<file path="config.mk">
export PLATFORM = sky130hd
export DESIGN_NAME = ckgen_top
export DESIGN_NICKNAME = d
export VERILOG_FILES = /design/src/rtl/ckgen_pkg.sv /design/src/rtl/ckgen_div_if.sv /design/src/rtl/ckgen_top.sv /design/src/rtl/ckgen_tick_div.sv
export SDC_FILE = /design/constraint.sdc
export NUM_CORES = 1
export LEC_CHECK = 0
export BUFFER_PORTS_ARGS = -buffer_cell sky130_fd_sc_hd__buf_2
export CAP_MARGIN = 30
export CORE_MARGIN = 3
export CORE_UTILIZATION = 30
export CTS_CLUSTER_DIAMETER = 30
export DETAILED_ROUTE_END_ITERATION = 8
export PLACE_DENSITY_LB_ADDON = 0.08
export SLEW_MARGIN = 20
export SYNTH_ARGS = -nofsm -noshare
export SYNTH_HDL_FRONTEND = slang
export SYNTH_SLANG_ARGS = --single-unit
</file>
<file path="constraint.sdc">
create_clock -name ref_clk_i -period 2.2 [get_ports ref_clk_i]
set_input_delay 0.11 -clock ref_clk_i [delete_from_list [all_inputs] [get_ports ref_clk_i]]
set_output_delay 0.11 -clock ref_clk_i [all_outputs]
set_load 0.05 [all_outputs]
</file>
<file path="src/rtl/ckgen_pkg.sv">
// Constants, register map and state types of the clock generator control block
package ckgen_pkg;

  localparam logic [15:0] ADDR_PIN_MODE = 16'hff9f;
  localparam logic [15:0] ADDR_INT_OSC = 16'hffa0;
  localparam logic [15:0] ADDR_MAIN_SEL = 16'hffa1;
  localparam logic [15:0] ADDR_MAIN_OSC = 16'hffa2;
  localparam logic [15:0] ADDR_CPU_DIV = 16'hff9e;
  localparam logic [15:0] ADDR_PLL_CTRL = 16'hff9d;

  localparam logic [7:0] RST_PIN_MODE = 8'h00;
  localparam logic [7:0] RST_MAIN_OSC = 8'h80;
  localparam logic [7:0] RST_MAIN_SEL = 8'h00;
  localparam logic [7:0] RST_CPU_DIV = 8'h01;
  localparam logic [7:0] RST_PLL_CTRL = 8'h01;

  localparam int BIT_EXT_CLK_MODE = 7;
  localparam int BIT_RES_MODE = 6;
  localparam int BIT_GAIN_HIGH = 0;
  localparam int BIT_STABLE = 7;
  localparam int BIT_LS_HALT = 1;
  localparam int BIT_HS_HALT = 0;
  localparam int BIT_MAIN_HALT = 7;
  localparam int BIT_XSEL = 2;
  localparam int BIT_MCS = 1;
  localparam int BIT_MSEL0 = 0;
  localparam int BIT_PLL_RATIO = 1;
  localparam int BIT_PLL_HALT = 0;

  // Writable bits of the CPU divider register: bits 3 and 7 held at zero
  localparam logic [7:0] CPU_DIV_WMASK = 8'h77;
  localparam logic [2:0] CPU_DIV_MAX_SEL = 3'h4;

  // Low-speed tap selection for timer H1
  localparam logic [1:0] LS_TAP_OFF = 2'h0;
  localparam logic [1:0] LS_TAP_DIV1 = 2'h1;
  localparam logic [1:0] LS_TAP_DIV128 = 2'h2;
  localparam logic [1:0] LS_TAP_DIV512 = 2'h3;
  localparam logic [3:0] LS_SHIFT_128 = 4'h7;
  localparam logic [3:0] LS_SHIFT_512 = 4'h9;

  localparam int CLK_PERIOD_NS = 10;
  localparam int GAIN_HOLD_US = 5;
  localparam int GAIN_HOLD_CYC = (GAIN_HOLD_US * 1000 + CLK_PERIOD_NS - 1) / CLK_PERIOD_NS;
  localparam int HOLD_CNT_W = 10;

  typedef enum logic [1:0] {
    CKGEN_RUN,
    CKGEN_STOPPED,
    CKGEN_HOLD,
    CKGEN_WAIT_STAB
  } ckgen_state_e;

endpackage

</file>
<file path="src/rtl/ckgen_div_if.sv">
// Interface between the clock generator top and its tick dividers
`timescale 1ns/1ps
interface ckgen_div_if;
  logic tick_in;
  logic [3:0] shift;
  logic tick_out;

  modport owner (output tick_in, output shift, input tick_out);
  modport divider (input tick_in, input shift, output tick_out);
endinterface

</file>
<file path="src/rtl/ckgen_top.sv">
// Clock generator control: oscillator enables, main clock select, CPU divider and hold-off
`timescale 1ns/1ps
module ckgen_top (
  input wire logic ref_clk_i,
  input wire logic reset_n_i,
  input wire logic [15:0] reg_addr_i,
  input wire logic reg_wr_i,
  input wire logic [7:0] reg_wdata_i,
  input wire logic reg_rd_i,
  output logic [7:0] reg_rdata_o,
  input wire logic stop_exec_i,
  input wire logic stop_wake_i,
  input wire logic hs_osc_settled_i,
  input wire logic res_stab_done_i,
  input wire logic ls_sw_stop_ok_i,
  input wire logic int_hs_tick_i,
  input wire logic hs_sys_tick_i,
  input wire logic ls_tick_i,
  input wire logic [1:0] h1_tap_sel_i,
  output logic resonator_run_o,
  output logic ext_clk_gate_o,
  output logic int_hs_osc_run_o,
  output logic ls_osc_run_o,
  output logic pll_run_o,
  output logic pll_ratio_x12_o,
  output logic pin_a_gpio_o,
  output logic pin_b_gpio_o,
  output logic main_on_hs_sys_o,
  output logic cpu_tick_o,
  output logic wdt_tick_o,
  output logic h1_tick_o
);

  // Register state
  logic ext_mode_q;
  logic res_mode_q;
  logic gain_q;
  logic gain_locked_q;
  logic stable_q;
  logic ls_halt_q;
  logic hs_halt_q;
  logic main_halt_q;
  logic xsel_q;
  logic xsel_locked_q;
  logic msel0_q;
  logic mcs_q;
  logic [7:0] cpu_div_q;
  logic pll_ratio_q;
  logic pll_halt_q;
  logic [7:0] rdata_q;
  logic [7:0] rdata_d;

  // Sequencer state
  ckgen_pkg::ckgen_state_e state_q;
  ckgen_pkg::ckgen_state_e state_d;
  logic [ckgen_pkg::HOLD_CNT_W-1:0] hold_cnt_q;
  logic [ckgen_pkg::HOLD_CNT_W-1:0] hold_cnt_d;

  // Address decode
  logic sel_pin_mode;
  logic sel_int_osc;
  logic sel_main_sel;
  logic sel_main_osc;
  logic sel_cpu_div;
  logic sel_pll;
  logic wr_pin_mode;
  logic wr_int_osc;
  logic wr_main_sel;
  logic wr_main_osc;
  logic wr_cpu_div;
  logic wr_pll;

  assign sel_pin_mode = (reg_addr_i == ckgen_pkg::ADDR_PIN_MODE);
  assign sel_int_osc = (reg_addr_i == ckgen_pkg::ADDR_INT_OSC);
  assign sel_main_sel = (reg_addr_i == ckgen_pkg::ADDR_MAIN_SEL);
  assign sel_main_osc = (reg_addr_i == ckgen_pkg::ADDR_MAIN_OSC);
  assign sel_cpu_div = (reg_addr_i == ckgen_pkg::ADDR_CPU_DIV);
  assign sel_pll = (reg_addr_i == ckgen_pkg::ADDR_PLL_CTRL);
  assign wr_pin_mode = reg_wr_i & sel_pin_mode;
  assign wr_int_osc = reg_wr_i & sel_int_osc;
  assign wr_main_sel = reg_wr_i & sel_main_sel;
  assign wr_main_osc = reg_wr_i & sel_main_osc;
  assign wr_cpu_div = reg_wr_i & sel_cpu_div;
  assign wr_pll = reg_wr_i & sel_pll;

  // Derived modes
  logic in_stop;
  logic pin_res_mode;
  logic pin_ext_mode;
  logic hs_sys_sel;
  logic gain_set_evt;
  logic cpu_on_resonator;
  logic hs_sys_avail;
  logic main_tick;
  logic cpu_gate;

  assign in_stop = (state_q == ckgen_pkg::CKGEN_STOPPED);
  assign pin_res_mode = ~ext_mode_q & res_mode_q;
  assign pin_ext_mode = ext_mode_q & res_mode_q;
  // Only the 11 code selects the high-speed system clock; 10 is a forbidden combination
  assign hs_sys_sel = xsel_q & msel0_q;
  // Gain takes effect on the first write only; later writes cannot lower it
  assign gain_set_evt = wr_pin_mode & ~gain_locked_q & reg_wdata_i[ckgen_pkg::BIT_GAIN_HIGH];
  assign cpu_on_resonator = mcs_q & pin_res_mode;
  assign hs_sys_avail = (pin_res_mode | pin_ext_mode) & ~main_halt_q & ~in_stop;

  // Oscillator enables
  assign resonator_run_o = pin_res_mode & ~main_halt_q & ~in_stop;
  assign ext_clk_gate_o = pin_ext_mode & ~main_halt_q & ~in_stop;
  assign int_hs_osc_run_o = ~hs_halt_q & ~in_stop;
  assign ls_osc_run_o = ~(ls_halt_q & ls_sw_stop_ok_i);
  assign pll_run_o = ~pll_halt_q & hs_sys_avail;
  assign pll_ratio_x12_o = pll_ratio_q;
  assign pin_a_gpio_o = ~pin_res_mode;
  assign pin_b_gpio_o = ~(pin_res_mode | pin_ext_mode);
  assign main_on_hs_sys_o = mcs_q;

  // Main clock source: the low-speed tick never reaches this mux
  logic int_hs_live;
  logic hs_sys_live;

  // Each source is masked by its own enable, so a halted oscillator cannot leak ticks through the mux
  assign int_hs_live = int_hs_tick_i & int_hs_osc_run_o;
  assign hs_sys_live = hs_sys_tick_i & hs_sys_avail;
  assign main_tick = mcs_q ? hs_sys_live : int_hs_live;

  // CPU divider
  ckgen_div_if cpu_div_bus ();
  logic [2:0] cpu_div_sel;

  // Reserved selector codes fall back to the slowest ratio
  assign cpu_div_sel = (cpu_div_q[2:0] > ckgen_pkg::CPU_DIV_MAX_SEL) ? ckgen_pkg::CPU_DIV_MAX_SEL : cpu_div_q[2:0];
  assign cpu_div_bus.tick_in = main_tick;
  assign cpu_div_bus.shift = {1'b0, cpu_div_sel};

  ckgen_tick_div #(
    .W(4)
  ) u_cpu_div (
    .ref_clk_i(ref_clk_i),
    .reset_n_i(reset_n_i),
    .div(cpu_div_bus)
  );

  // The CPU sees no ticks while stopped or held after a gain change
  assign cpu_gate = (state_q == ckgen_pkg::CKGEN_RUN);
  assign cpu_tick_o = cpu_div_bus.tick_out & cpu_gate;

  // Low-speed prescaler for timer H1
  ckgen_div_if ls_div_bus ();
  logic [3:0] ls_shift;
  logic ls_live;

  assign ls_live = ls_tick_i & ls_osc_run_o;
  assign ls_shift = (h1_tap_sel_i == ckgen_pkg::LS_TAP_DIV128) ? ckgen_pkg::LS_SHIFT_128 :
                    (h1_tap_sel_i == ckgen_pkg::LS_TAP_DIV512) ? ckgen_pkg::LS_SHIFT_512 : 4'h0;
  assign ls_div_bus.tick_in = ls_live & (h1_tap_sel_i != ckgen_pkg::LS_TAP_OFF);
  assign ls_div_bus.shift = ls_shift;

  ckgen_tick_div #(
    .W(9)
  ) u_ls_div (
    .ref_clk_i(ref_clk_i),
    .reset_n_i(reset_n_i),
    .div(ls_div_bus)
  );

  assign wdt_tick_o = ls_live;
  assign h1_tick_o = ls_div_bus.tick_out;

  // Sequencer: stop mode and CPU clock hold-off
  logic hold_done;

  assign hold_done = (hold_cnt_q == ckgen_pkg::HOLD_CNT_W'(ckgen_pkg::GAIN_HOLD_CYC - 1));

  // The hold count restarts from zero on every entry, so each hold lasts the full time
  always_comb begin
    state_d = state_q;
    hold_cnt_d = '0;
    case (state_q)
      ckgen_pkg::CKGEN_RUN: begin
        // A stop request wins over a gain write in the same cycle
        if (stop_exec_i) begin
          state_d = ckgen_pkg::CKGEN_STOPPED;
        end else if (gain_set_evt) begin
          state_d = ckgen_pkg::CKGEN_HOLD;
        end
      end
      ckgen_pkg::CKGEN_STOPPED: begin
        if (stop_wake_i) begin
          if (!gain_q) begin
            state_d = ckgen_pkg::CKGEN_RUN;
          end else if (cpu_on_resonator) begin
            state_d = ckgen_pkg::CKGEN_WAIT_STAB;
          end else begin
            state_d = ckgen_pkg::CKGEN_HOLD;
          end
        end
      end
      ckgen_pkg::CKGEN_HOLD: begin
        hold_cnt_d = hold_cnt_q + ckgen_pkg::HOLD_CNT_W'(1);
        if (hold_done) begin
          state_d = ckgen_pkg::CKGEN_RUN;
        end
      end
      ckgen_pkg::CKGEN_WAIT_STAB: begin
        if (res_stab_done_i) begin
          state_d = ckgen_pkg::CKGEN_RUN;
        end
      end
      default: begin
        state_d = ckgen_pkg::CKGEN_RUN;
      end
    endcase
  end

  always_ff @(posedge ref_clk_i) begin
    if (!reset_n_i) begin
      state_q <= ckgen_pkg::CKGEN_RUN;
      hold_cnt_q <= '0;
    end else begin
      state_q <= state_d;
      hold_cnt_q <= hold_cnt_d;
    end
  end

  // Clock pin mode select register
  always_ff @(posedge ref_clk_i) begin
    if (!reset_n_i) begin
      ext_mode_q <= ckgen_pkg::RST_PIN_MODE[ckgen_pkg::BIT_EXT_CLK_MODE];
      res_mode_q <= ckgen_pkg::RST_PIN_MODE[ckgen_pkg::BIT_RES_MODE];
      gain_q <= ckgen_pkg::RST_PIN_MODE[ckgen_pkg::BIT_GAIN_HIGH];
      gain_locked_q <= 1'b0;
    end else if (wr_pin_mode) begin
      // Pin mode changes are dropped unless the main oscillator is halted (main_halt_q set)
      if (main_halt_q) begin
        ext_mode_q <= reg_wdata_i[ckgen_pkg::BIT_EXT_CLK_MODE];
        res_mode_q <= reg_wdata_i[ckgen_pkg::BIT_RES_MODE];
      end
      if (!gain_locked_q) begin
        gain_q <= reg_wdata_i[ckgen_pkg::BIT_GAIN_HIGH];
        gain_locked_q <= 1'b1;
      end
    end
  end

  // Internal oscillation mode register; stability flag is hardware-owned
  always_ff @(posedge ref_clk_i) begin
    if (!reset_n_i) begin
      stable_q <= 1'b0;
      ls_halt_q <= 1'b0;
      hs_halt_q <= 1'b0;
    end else begin
      // Not sticky: halting the oscillator drops the flag until it settles again
      stable_q <= hs_osc_settled_i & int_hs_osc_run_o;
      if (wr_int_osc) begin
        ls_halt_q <= reg_wdata_i[ckgen_pkg::BIT_LS_HALT];
        hs_halt_q <= reg_wdata_i[ckgen_pkg::BIT_HS_HALT];
      end
    end
  end

  // Main oscillator control register
  always_ff @(posedge ref_clk_i) begin
    if (!reset_n_i) begin
      main_halt_q <= ckgen_pkg::RST_MAIN_OSC[ckgen_pkg::BIT_MAIN_HALT];
    end else if (wr_main_osc) begin
      main_halt_q <= reg_wdata_i[ckgen_pkg::BIT_MAIN_HALT];
    end
  end

  // Main clock select register; status follows the selection one cycle later
  always_ff @(posedge ref_clk_i) begin
    if (!reset_n_i) begin
      xsel_q <= ckgen_pkg::RST_MAIN_SEL[ckgen_pkg::BIT_XSEL];
      xsel_locked_q <= 1'b0;
      msel0_q <= ckgen_pkg::RST_MAIN_SEL[ckgen_pkg::BIT_MSEL0];
      mcs_q <= ckgen_pkg::RST_MAIN_SEL[ckgen_pkg::BIT_MCS];
    end else begin
      mcs_q <= hs_sys_sel;
      if (wr_main_sel) begin
        msel0_q <= reg_wdata_i[ckgen_pkg::BIT_MSEL0];
        if (!xsel_locked_q) begin
          xsel_q <= reg_wdata_i[ckgen_pkg::BIT_XSEL];
          xsel_locked_q <= 1'b1;
        end
      end
    end
  end

  // CPU clock divider and PLL control registers
  always_ff @(posedge ref_clk_i) begin
    if (!reset_n_i) begin
      cpu_div_q <= ckgen_pkg::RST_CPU_DIV;
      pll_ratio_q <= ckgen_pkg::RST_PLL_CTRL[ckgen_pkg::BIT_PLL_RATIO];
      pll_halt_q <= ckgen_pkg::RST_PLL_CTRL[ckgen_pkg::BIT_PLL_HALT];
    end else begin
      if (wr_cpu_div) begin
        cpu_div_q <= reg_wdata_i & ckgen_pkg::CPU_DIV_WMASK;
      end
      if (wr_pll) begin
        pll_ratio_q <= reg_wdata_i[ckgen_pkg::BIT_PLL_RATIO];
        pll_halt_q <= reg_wdata_i[ckgen_pkg::BIT_PLL_HALT];
      end
    end
  end

  // Read mux; unmapped addresses read zero
  always_comb begin
    rdata_d = 8'h00;
    if (sel_pin_mode) begin
      rdata_d[ckgen_pkg::BIT_EXT_CLK_MODE] = ext_mode_q;
      rdata_d[ckgen_pkg::BIT_RES_MODE] = res_mode_q;
      rdata_d[ckgen_pkg::BIT_GAIN_HIGH] = gain_q;
    end else if (sel_int_osc) begin
      rdata_d[ckgen_pkg::BIT_STABLE] = stable_q;
      rdata_d[ckgen_pkg::BIT_LS_HALT] = ls_halt_q;
      rdata_d[ckgen_pkg::BIT_HS_HALT] = hs_halt_q;
    end else if (sel_main_sel) begin
      rdata_d[ckgen_pkg::BIT_XSEL] = xsel_q;
      rdata_d[ckgen_pkg::BIT_MCS] = mcs_q;
      rdata_d[ckgen_pkg::BIT_MSEL0] = msel0_q;
    end else if (sel_main_osc) begin
      rdata_d[ckgen_pkg::BIT_MAIN_HALT] = main_halt_q;
    end else if (sel_cpu_div) begin
      rdata_d = cpu_div_q;
    end else if (sel_pll) begin
      rdata_d[ckgen_pkg::BIT_PLL_RATIO] = pll_ratio_q;
      rdata_d[ckgen_pkg::BIT_PLL_HALT] = pll_halt_q;
    end
  end

  always_ff @(posedge ref_clk_i) begin
    if (!reset_n_i) begin
      rdata_q <= 8'h00;
    end else if (reg_rd_i) begin
      rdata_q <= rdata_d;
    end
  end

  assign reg_rdata_o = rdata_q;

endmodule

</file>
<file path="src/rtl/ckgen_tick_div.sv">
// Tick divider: one output pulse per 2**shift input ticks
`timescale 1ns/1ps
module ckgen_tick_div #(
  parameter int W = 9
) (
  input wire logic ref_clk_i,
  input wire logic reset_n_i,
  ckgen_div_if.divider div
);

  logic [W-1:0] cnt_q;
  logic [W-1:0] cnt_d;
  logic [W-1:0] limit;
  logic at_limit;
  logic tick_q;

  assign limit = W'((1 << div.shift) - 1);
  assign at_limit = (cnt_q >= limit);
  assign cnt_d = at_limit ? '0 : cnt_q + W'(1);
  assign div.tick_out = tick_q;

  always_ff @(posedge ref_clk_i) begin
    if (!reset_n_i) begin
      cnt_q <= '0;
      tick_q <= 1'b0;
    end else begin
      tick_q <= div.tick_in & at_limit;
      if (div.tick_in) begin
        cnt_q <= cnt_d;
      end
    end
  end

endmodule

</file>
==> results of run 1 <==
[cell type report]
class | instances | area (um^2) | share of cell area
repair buffers | 68 | 373 | 0.112
flip-flops and latches | 54 | 1080 | 0.326
clock buffers | 6 | 72.6 | 0.0219
clock inverters | 2 | 13.8 | 0.00415
multi-input cells | 244 | 1590 | 0.479
inverters | 14 | 52.6 | 0.0158
well taps | 108 | 135 | 0.0408
[state kept, by name, summed over array words and instances (netlist names), 2 cells and up]
name / cells
cpu_div_q: 6
hold_cnt_q: 10
reg_rdata_o: 7
state_q: 2
u_cpu_div.cnt_q: 4
u_ls_div.cnt_q: 9
[cells in the final DEF (no fill, tap or decap), types with 10 or more instances in the layout]
cell / Yosys / routed
buf_2: 1 / 55
nand3_1: 18 / 18
nand2_1: 27 / 27
mux2i_1: 10 / 10
xor2_1: 13 / 13
nand4_1: 11 / 11
a21oi_1: 21 / 21
dfxtp_1: 54 / 54
nor2_1: 35 / 35
ha_1: 16 / 16
inv_1: 14 / 14
buf_4: 1 / 13
nor3_1: 12 / 12
[metrics by stage]
stage / utilization / hold WS, ps / power (mW) / std cells / worst slack, ps
floorplan: - / 235 / 1.21 / 327 / 75.1
global placement: 0.363 / 337 / 1.30 / 488 / 185
detailed placement: 0.363 / 343 / 1.30 / 488 / 141
CTS: 0.372 / 20.0 / 1.87 / 496 / 119
global route: 0.373 / 34.1 / 1.95 / 496 / 29.9
finish: 0.373 / 26.9 / 1.85 / 496 / 221
[synth_stat cells, types with 2 or more instances]
cell type and number:
xor2_1 13, nor4b_1 3, xnor2_1 4, a221oi_1 2, nand2_1 27, nor2b_1 2, nor3_1 12, inv_1 14
nor3_2 4, ha_1 16, a21oi_1 21, nand2b_1 5, o211ai_1 2, nor2_1 35, or4_4 2, mux2i_1 10
nand3_1 18, dfxtp_1 54, nor4_1 7, clkbuf_1 9, nand4b_1 3, nand4_1 11, o21ai_0 7, a211oi_1 3
buf_6 2, a21boi_0 2, o22ai_1 3, and3_1 6, or3_1 6, o31ai_1 2, o211a_1 3
[worst max-delay path, cell delays in order (launching register included)]
cell,delay (ps)
dfxtp_1,350
or3_1,370
ha_1,270
nand2b_1,140
a21o_1,190
a211oi_2,220
o31ai_1,100
buf_4,160
a21oi_1,110
[routing by layer]
| layer | share of wire | up-vias |
|---|---|---|
| met3 | 0.043 | 2 |
| li1 | - | 1294 |
| met2 | 0.44 | 40 |
| met4 | 0.0042 | 0 |
| met1 | 0.51 | 1135 |
| met5 | 0 | - |
[timing repair]
| item | CTS | global route |
|---|---|---|
| gates resized for setup | 0 | 1 |
| buffers inserted | 0 | 0 |
| setup endpoints to repair | 0 | 3 |
| hold endpoints to repair | 0 | 0 |
[power by group]
| group | internal, mW | switching [mW] |
|---|---|---|
| registers | 0.998 | 0.0148 |
| logic | 0.107 | 0.162 |
| clock network | 0.226 | 0.338 |
[cells by family (layout without fill, tap and decap cells)]
| kind of cell | count (synthesis) | after routing | share of synthesized area |
|---|---|---|---|
| AOI/OAI and AO/OA | 53 | 53 | 0.122 |
| DFF | 54 | 54 | 0.386 |
| and+or+nand+nor | 147 | 147 | 0.281 |
| buffers and inverters | 29 | 90 | 0.0491 |
| xor gates and xnor gates | 17 | 17 | 0.0531 |
| other | 1 | 1 | 0.00134 |
| adders and majority gates | 16 | 16 | 0.0715 |
| muxes | 10 | 10 | 0.0357 |
[path summary, 6_finish.rpt]
check	endpoint	slack, ps	depth (start not counted)
hold / removal	stable_q	30	2
hold reg to reg	cpu_div_q[6]	460	2
setup / recovery	u_cpu_div.cnt_q[3]	220	8
setup reg to reg	u_cpu_div.cnt_q[3]	220	8
==> flow_metrics.env, run 1 <==
export IMPL_synth_edf_count=0
export IMPL_drt_iter0_drc=73
export IMPL_synth_yosys_seq_area_share=0.386
export IMPL_synth_top_flop_cell="dfxtp_1"
export IMPL_track_usage=0.143
export IMPL_ir_worst_vdd_uv=258
export IMPL_grt_pass1_vias=2473
export IMPL_die_area_mm2=0.0105
export IMPL_clock_sinks=54
export IMPL_met2_usage=0.223
export IMPL_syn_nets=381
export IMPL_cap_violations=0
export IMPL_fin_setup_tns_ps=0
export IMPL_vias=2471
export IMPL_overflow=0
export IMPL_clk_latency_ps=300
export IMPL_cts_made_buffers=5
export IMPL_synth_area_leader_cell="dfxtp_1"
export IMPL_layout_nets=441
export IMPL_min_period_over_period=0.899
export IMPL_syn_area_mm2=0.00280
export IMPL_ys_types=50
export IMPL_root_buffer="clkbuf_8"
export IMPL_ctsHoldBuffers=0
export IMPL_avgSynthCellArea_um2=8.57
export IMPL_cts_tree="yes"
export IMPL_power_leakage_nw=1.39
export IMPL_die_w_um=103
export IMPL_final_min_clock_period_ps=1980
export IMPL_wirelength_um=7060
export IMPL_cp_required_ps=2430
export IMPL_clk_pin_slew_ps=110
export IMPL_async_flop_share=0
export IMPL_first_pass_iters=4
export IMPL_startpoint="cpu_div_q[0]"
export IMPL_power_density_mw_per_mm2=557
export IMPL_grt_pass1_wl_um=12100
export IMPL_route_detailed_drc=0
export IMPL_tightest_slew_ps=495
export IMPL_crit_type="flip-flop to flip-flop"
export IMPL_dp_hpwl_um=5340
export IMPL_final_antenna_net_count=0
export IMPL_r2r_start="cpu_div_q[0]"
export IMPL_postPlaceCellArea_mm2=0.00322
export IMPL_fp_coreArea_mm2=0.00889
export IMPL_syn_inst=327
export IMPL_hp_start="hs_osc_settled_i"
export IMPL_maxSlewHeadroom=0.665
export IMPL_place_congestion=0.762
export IMPL_rows=34
export IMPL_synth_top_area_frac=0.386
export IMPL_grt_busiest_layer="met2"
export IMPL_startpoint_type="flip-flop"
export IMPL_synth_area_top_cells="dfxtp_1, ha_1, nor2_1"
export IMPL_vias_per_cell=4.98
export IMPL_cts_htree_levels=2
export IMPL_holdCritPathClass="input pin to flip-flop"
export IMPL_antenna_found_initial=0
export IMPL_gr_usage_met3=0.0291
export IMPL_grt_start_max_net_pins=17
export IMPL_wl_per_cell_um=14.2
export IMPL_crit_arrival_ps=2210
export IMPL_use_met1=0.208
export IMPL_n_fill_cell=917
export IMPL_status="complete, no violations"
export IMPL_cp_max_fo=4
export IMPL_layout_drive_gt1_share=0.222
export IMPL_crit_path_end_kind="flip-flop"
export IMPL_syn2layout_area_growth_pct=18.4
export IMPL_setup_viol=0
export IMPL_finalInstanceArea_mm2=0.00332
export IMPL_die_y_um=103
export IMPL_n_antenna_cell=0
export IMPL_cts_buffer_depth=2
export IMPL_drv_slew=0
export IMPL_portBuffers=55
export IMPL_rsz0062_at_grt="no"
export IMPL_synth_warnings=0
export IMPL_ios=58
export IMPL_max_freq_mhz=505
export IMPL_start_util=0.315
export IMPL_synth_seq_cells=54
export IMPL_finClkSkew_ps=12.1
export IMPL_finalHoldViolCount=0
No activity file was read; power rests on OpenSTA's default activity.
==> inputs of run 2 (changes only) <==
- CORE_UTILIZATION: 30 -> 54
==> run 2 against run 1 <==
Clock-buffer cell count stayed put. First-iteration DRC count is 110% higher. Sequential share of layout area is 0.94 points higher. Die area is 42% lower. Clock skew is 6.9 ps lower. Power is 0.64% lower. Utilization is 29 points higher. Sequential power hardly changed. Setup slack worse by 46 ps. Combinational power is 9.7% lower. Cell count is 9.5% lower. Largest power group unchanged. Highest routed layer unchanged.
==> flow_metrics.env, run 2 (same netlist as run 1, synthesis figures left out) <==
export IMPL_place_congestion=0.892
export IMPL_portBuffers=55
export IMPL_fin_setup_tns_ps=0
export IMPL_start_util=0.574
export IMPL_die_area_mm2=0.00609
export IMPL_clk_pin_slew_ps=100
export IMPL_path_cells="or3_1, ha_1, nand2b_1, a21o_1, a211oi_1, o31ai_1, a21oi_1"
export IMPL_final_antenna_net_count=0
export IMPL_cap_violations=0
export IMPL_cpMaxStageDelayCell="dfxtp_1"
export IMPL_wirelength_um=6100
export IMPL_power_total_mw=1.83
export IMPL_post_cts_resized=0
export IMPL_min_period_over_period=0.920
export IMPL_rows=25
export IMPL_fp_coreArea_mm2=0.00488
export IMPL_cts_buffer_depth=2
export IMPL_track_usage=0.204
export IMPL_die_y_um=78.0
export IMPL_antenna_found_initial=0
export IMPL_top_register="hold_cnt_q"
export IMPL_cp_top_family="compound AO/OA/AOI/OAI gates"
export IMPL_cts_tree="yes"
export IMPL_maxSlewHeadroom=0.559
export IMPL_cts_htree_levels=2
export IMPL_clock_sinks=54
export IMPL_wl_per_cell_um=13.6
export IMPL_cp_required_ps=2440
export IMPL_finalInstanceArea_mm2=0.00322
export IMPL_holdCritPathClass="input pin to flip-flop"
export IMPL_path_buf_inv=0
export IMPL_cts_made_buffers=5
export IMPL_clk_latency_ps=300
export IMPL_postCtsSetupBuffers=0
export IMPL_cp_slowest_stage_delay_ps=360
export IMPL_grt_pass1_wl_um=10300
export IMPL_crit_path_end_kind="flip-flop"
export IMPL_n_antenna_cell=0
export IMPL_power_leakage_nw=1.36
export IMPL_rsz0062_at_grt="no"
export IMPL_first_pass_iters=4
export IMPL_grt_start_max_net_pins=21
export IMPL_largest_register_ffs=10
export IMPL_grt_pass1_vias=2336
export IMPL_cp_max_fo=5
export IMPL_tightest_slew_ps=660
export IMPL_die_w_um=78.0
export IMPL_dp_hpwl_um=4620
export IMPL_crit_arrival_ps=2260
export IMPL_final_cell_mix="buf_2, dfxtp_1, nor2_1, nand2_1, a21oi_1"
export IMPL_startpoint_type="flip-flop"
export IMPL_finalHoldViolCount=0
export IMPL_vias_per_cell=5.64
export IMPL_overflow=0
export IMPL_setup_viol=0
export IMPL_grt_busiest_layer="met2"
export IMPL_use_met1=0.278
export IMPL_layout_nets=435
export IMPL_ios=58
export IMPL_postPlaceCellArea_mm2=0.00313
export IMPL_syn2layout_area_growth_pct=15.1
export IMPL_ctsHoldBuffers=0
export IMPL_route_detailed_drc=0
export IMPL_root_buffer="clkbuf_8"
export IMPL_crit_type="flip-flop to flip-flop"
export IMPL_ir_worst_vdd_uv=416
export IMPL_drv_slew=0
export IMPL_met2_usage=0.321
export IMPL_layout_commonest_cell="buf_2"
export IMPL_gr_usage_met3=0.0470
export IMPL_power_density_mw_per_mm2=569
export IMPL_drt_iter0_drc=154
export IMPL_max_freq_mhz=494
export IMPL_layout_drive_gt1_share=0.209
export IMPL_finClkSkew_ps=5.19
export IMPL_status="complete, no violations"
export IMPL_final_min_clock_period_ps=2020
export IMPL_vias=2533
run 2: path summary, 6_finish.rpt:
path                            slack (ps)  cells after the start            endpoint              from
worst min-delay path                    30                      2            stable_q  hs_osc_settled_i
worst max register to register         180                      7  u_cpu_div.cnt_q[3]      cpu_div_q[1]
worst max-delay path                   180                      7  u_cpu_div.cnt_q[3]      cpu_div_q[1]
worst min register to register         460                      2        cpu_div_q[6]      cpu_div_q[6]
run 2: metal layers:
metal,part of all wire,up-vias
met5,0,-
met4,0.0087,0
met3,0.059,4
met2,0.46,71
met1,0.47,1172
li1,-,1286
run 2: through the flow:
stage	worst slack, ps	utilization	cells	hold WS, ps
2_1_floorplan	75.1	-	327	235
3_3_place_gp	275	0.641	441	340
4_1_cts	176	0.661	449	25.6
5_1_grt	2.76	0.661	449	18.9
3_5_place_dp	199	0.641	441	339
6_report	176	0.661	449	26.9
run 2: worst reg2reg max path, cell delays in order, from the launching register on:
cell and delay [ps]:
dfxtp_1 360, or3_1 360, ha_1 270, nand2b_1 140, a21o_1 180, a211oi_1 300
o31ai_1 190, a21oi_1 150
run 2: layout make-up:
cell class,count,area (um^2)
Inverter,14,52.6
Timing Repair Buffer,62,328
Multi-Input combinational cell,244,1580
Clock buffer,6,82.6
Tap cell,67,83.8
Sequential cell,54,1080
Fill cell,449,1660
Clock inverter,2,12.5
run 2: report_power, final:
| part | internal [mW] | switching (mW) |
|---|---|---|
| clock network | 0.254 | 0.321 |
| logic | 0.0930 | 0.150 |
| registers | 0.998 | 0.0177 |
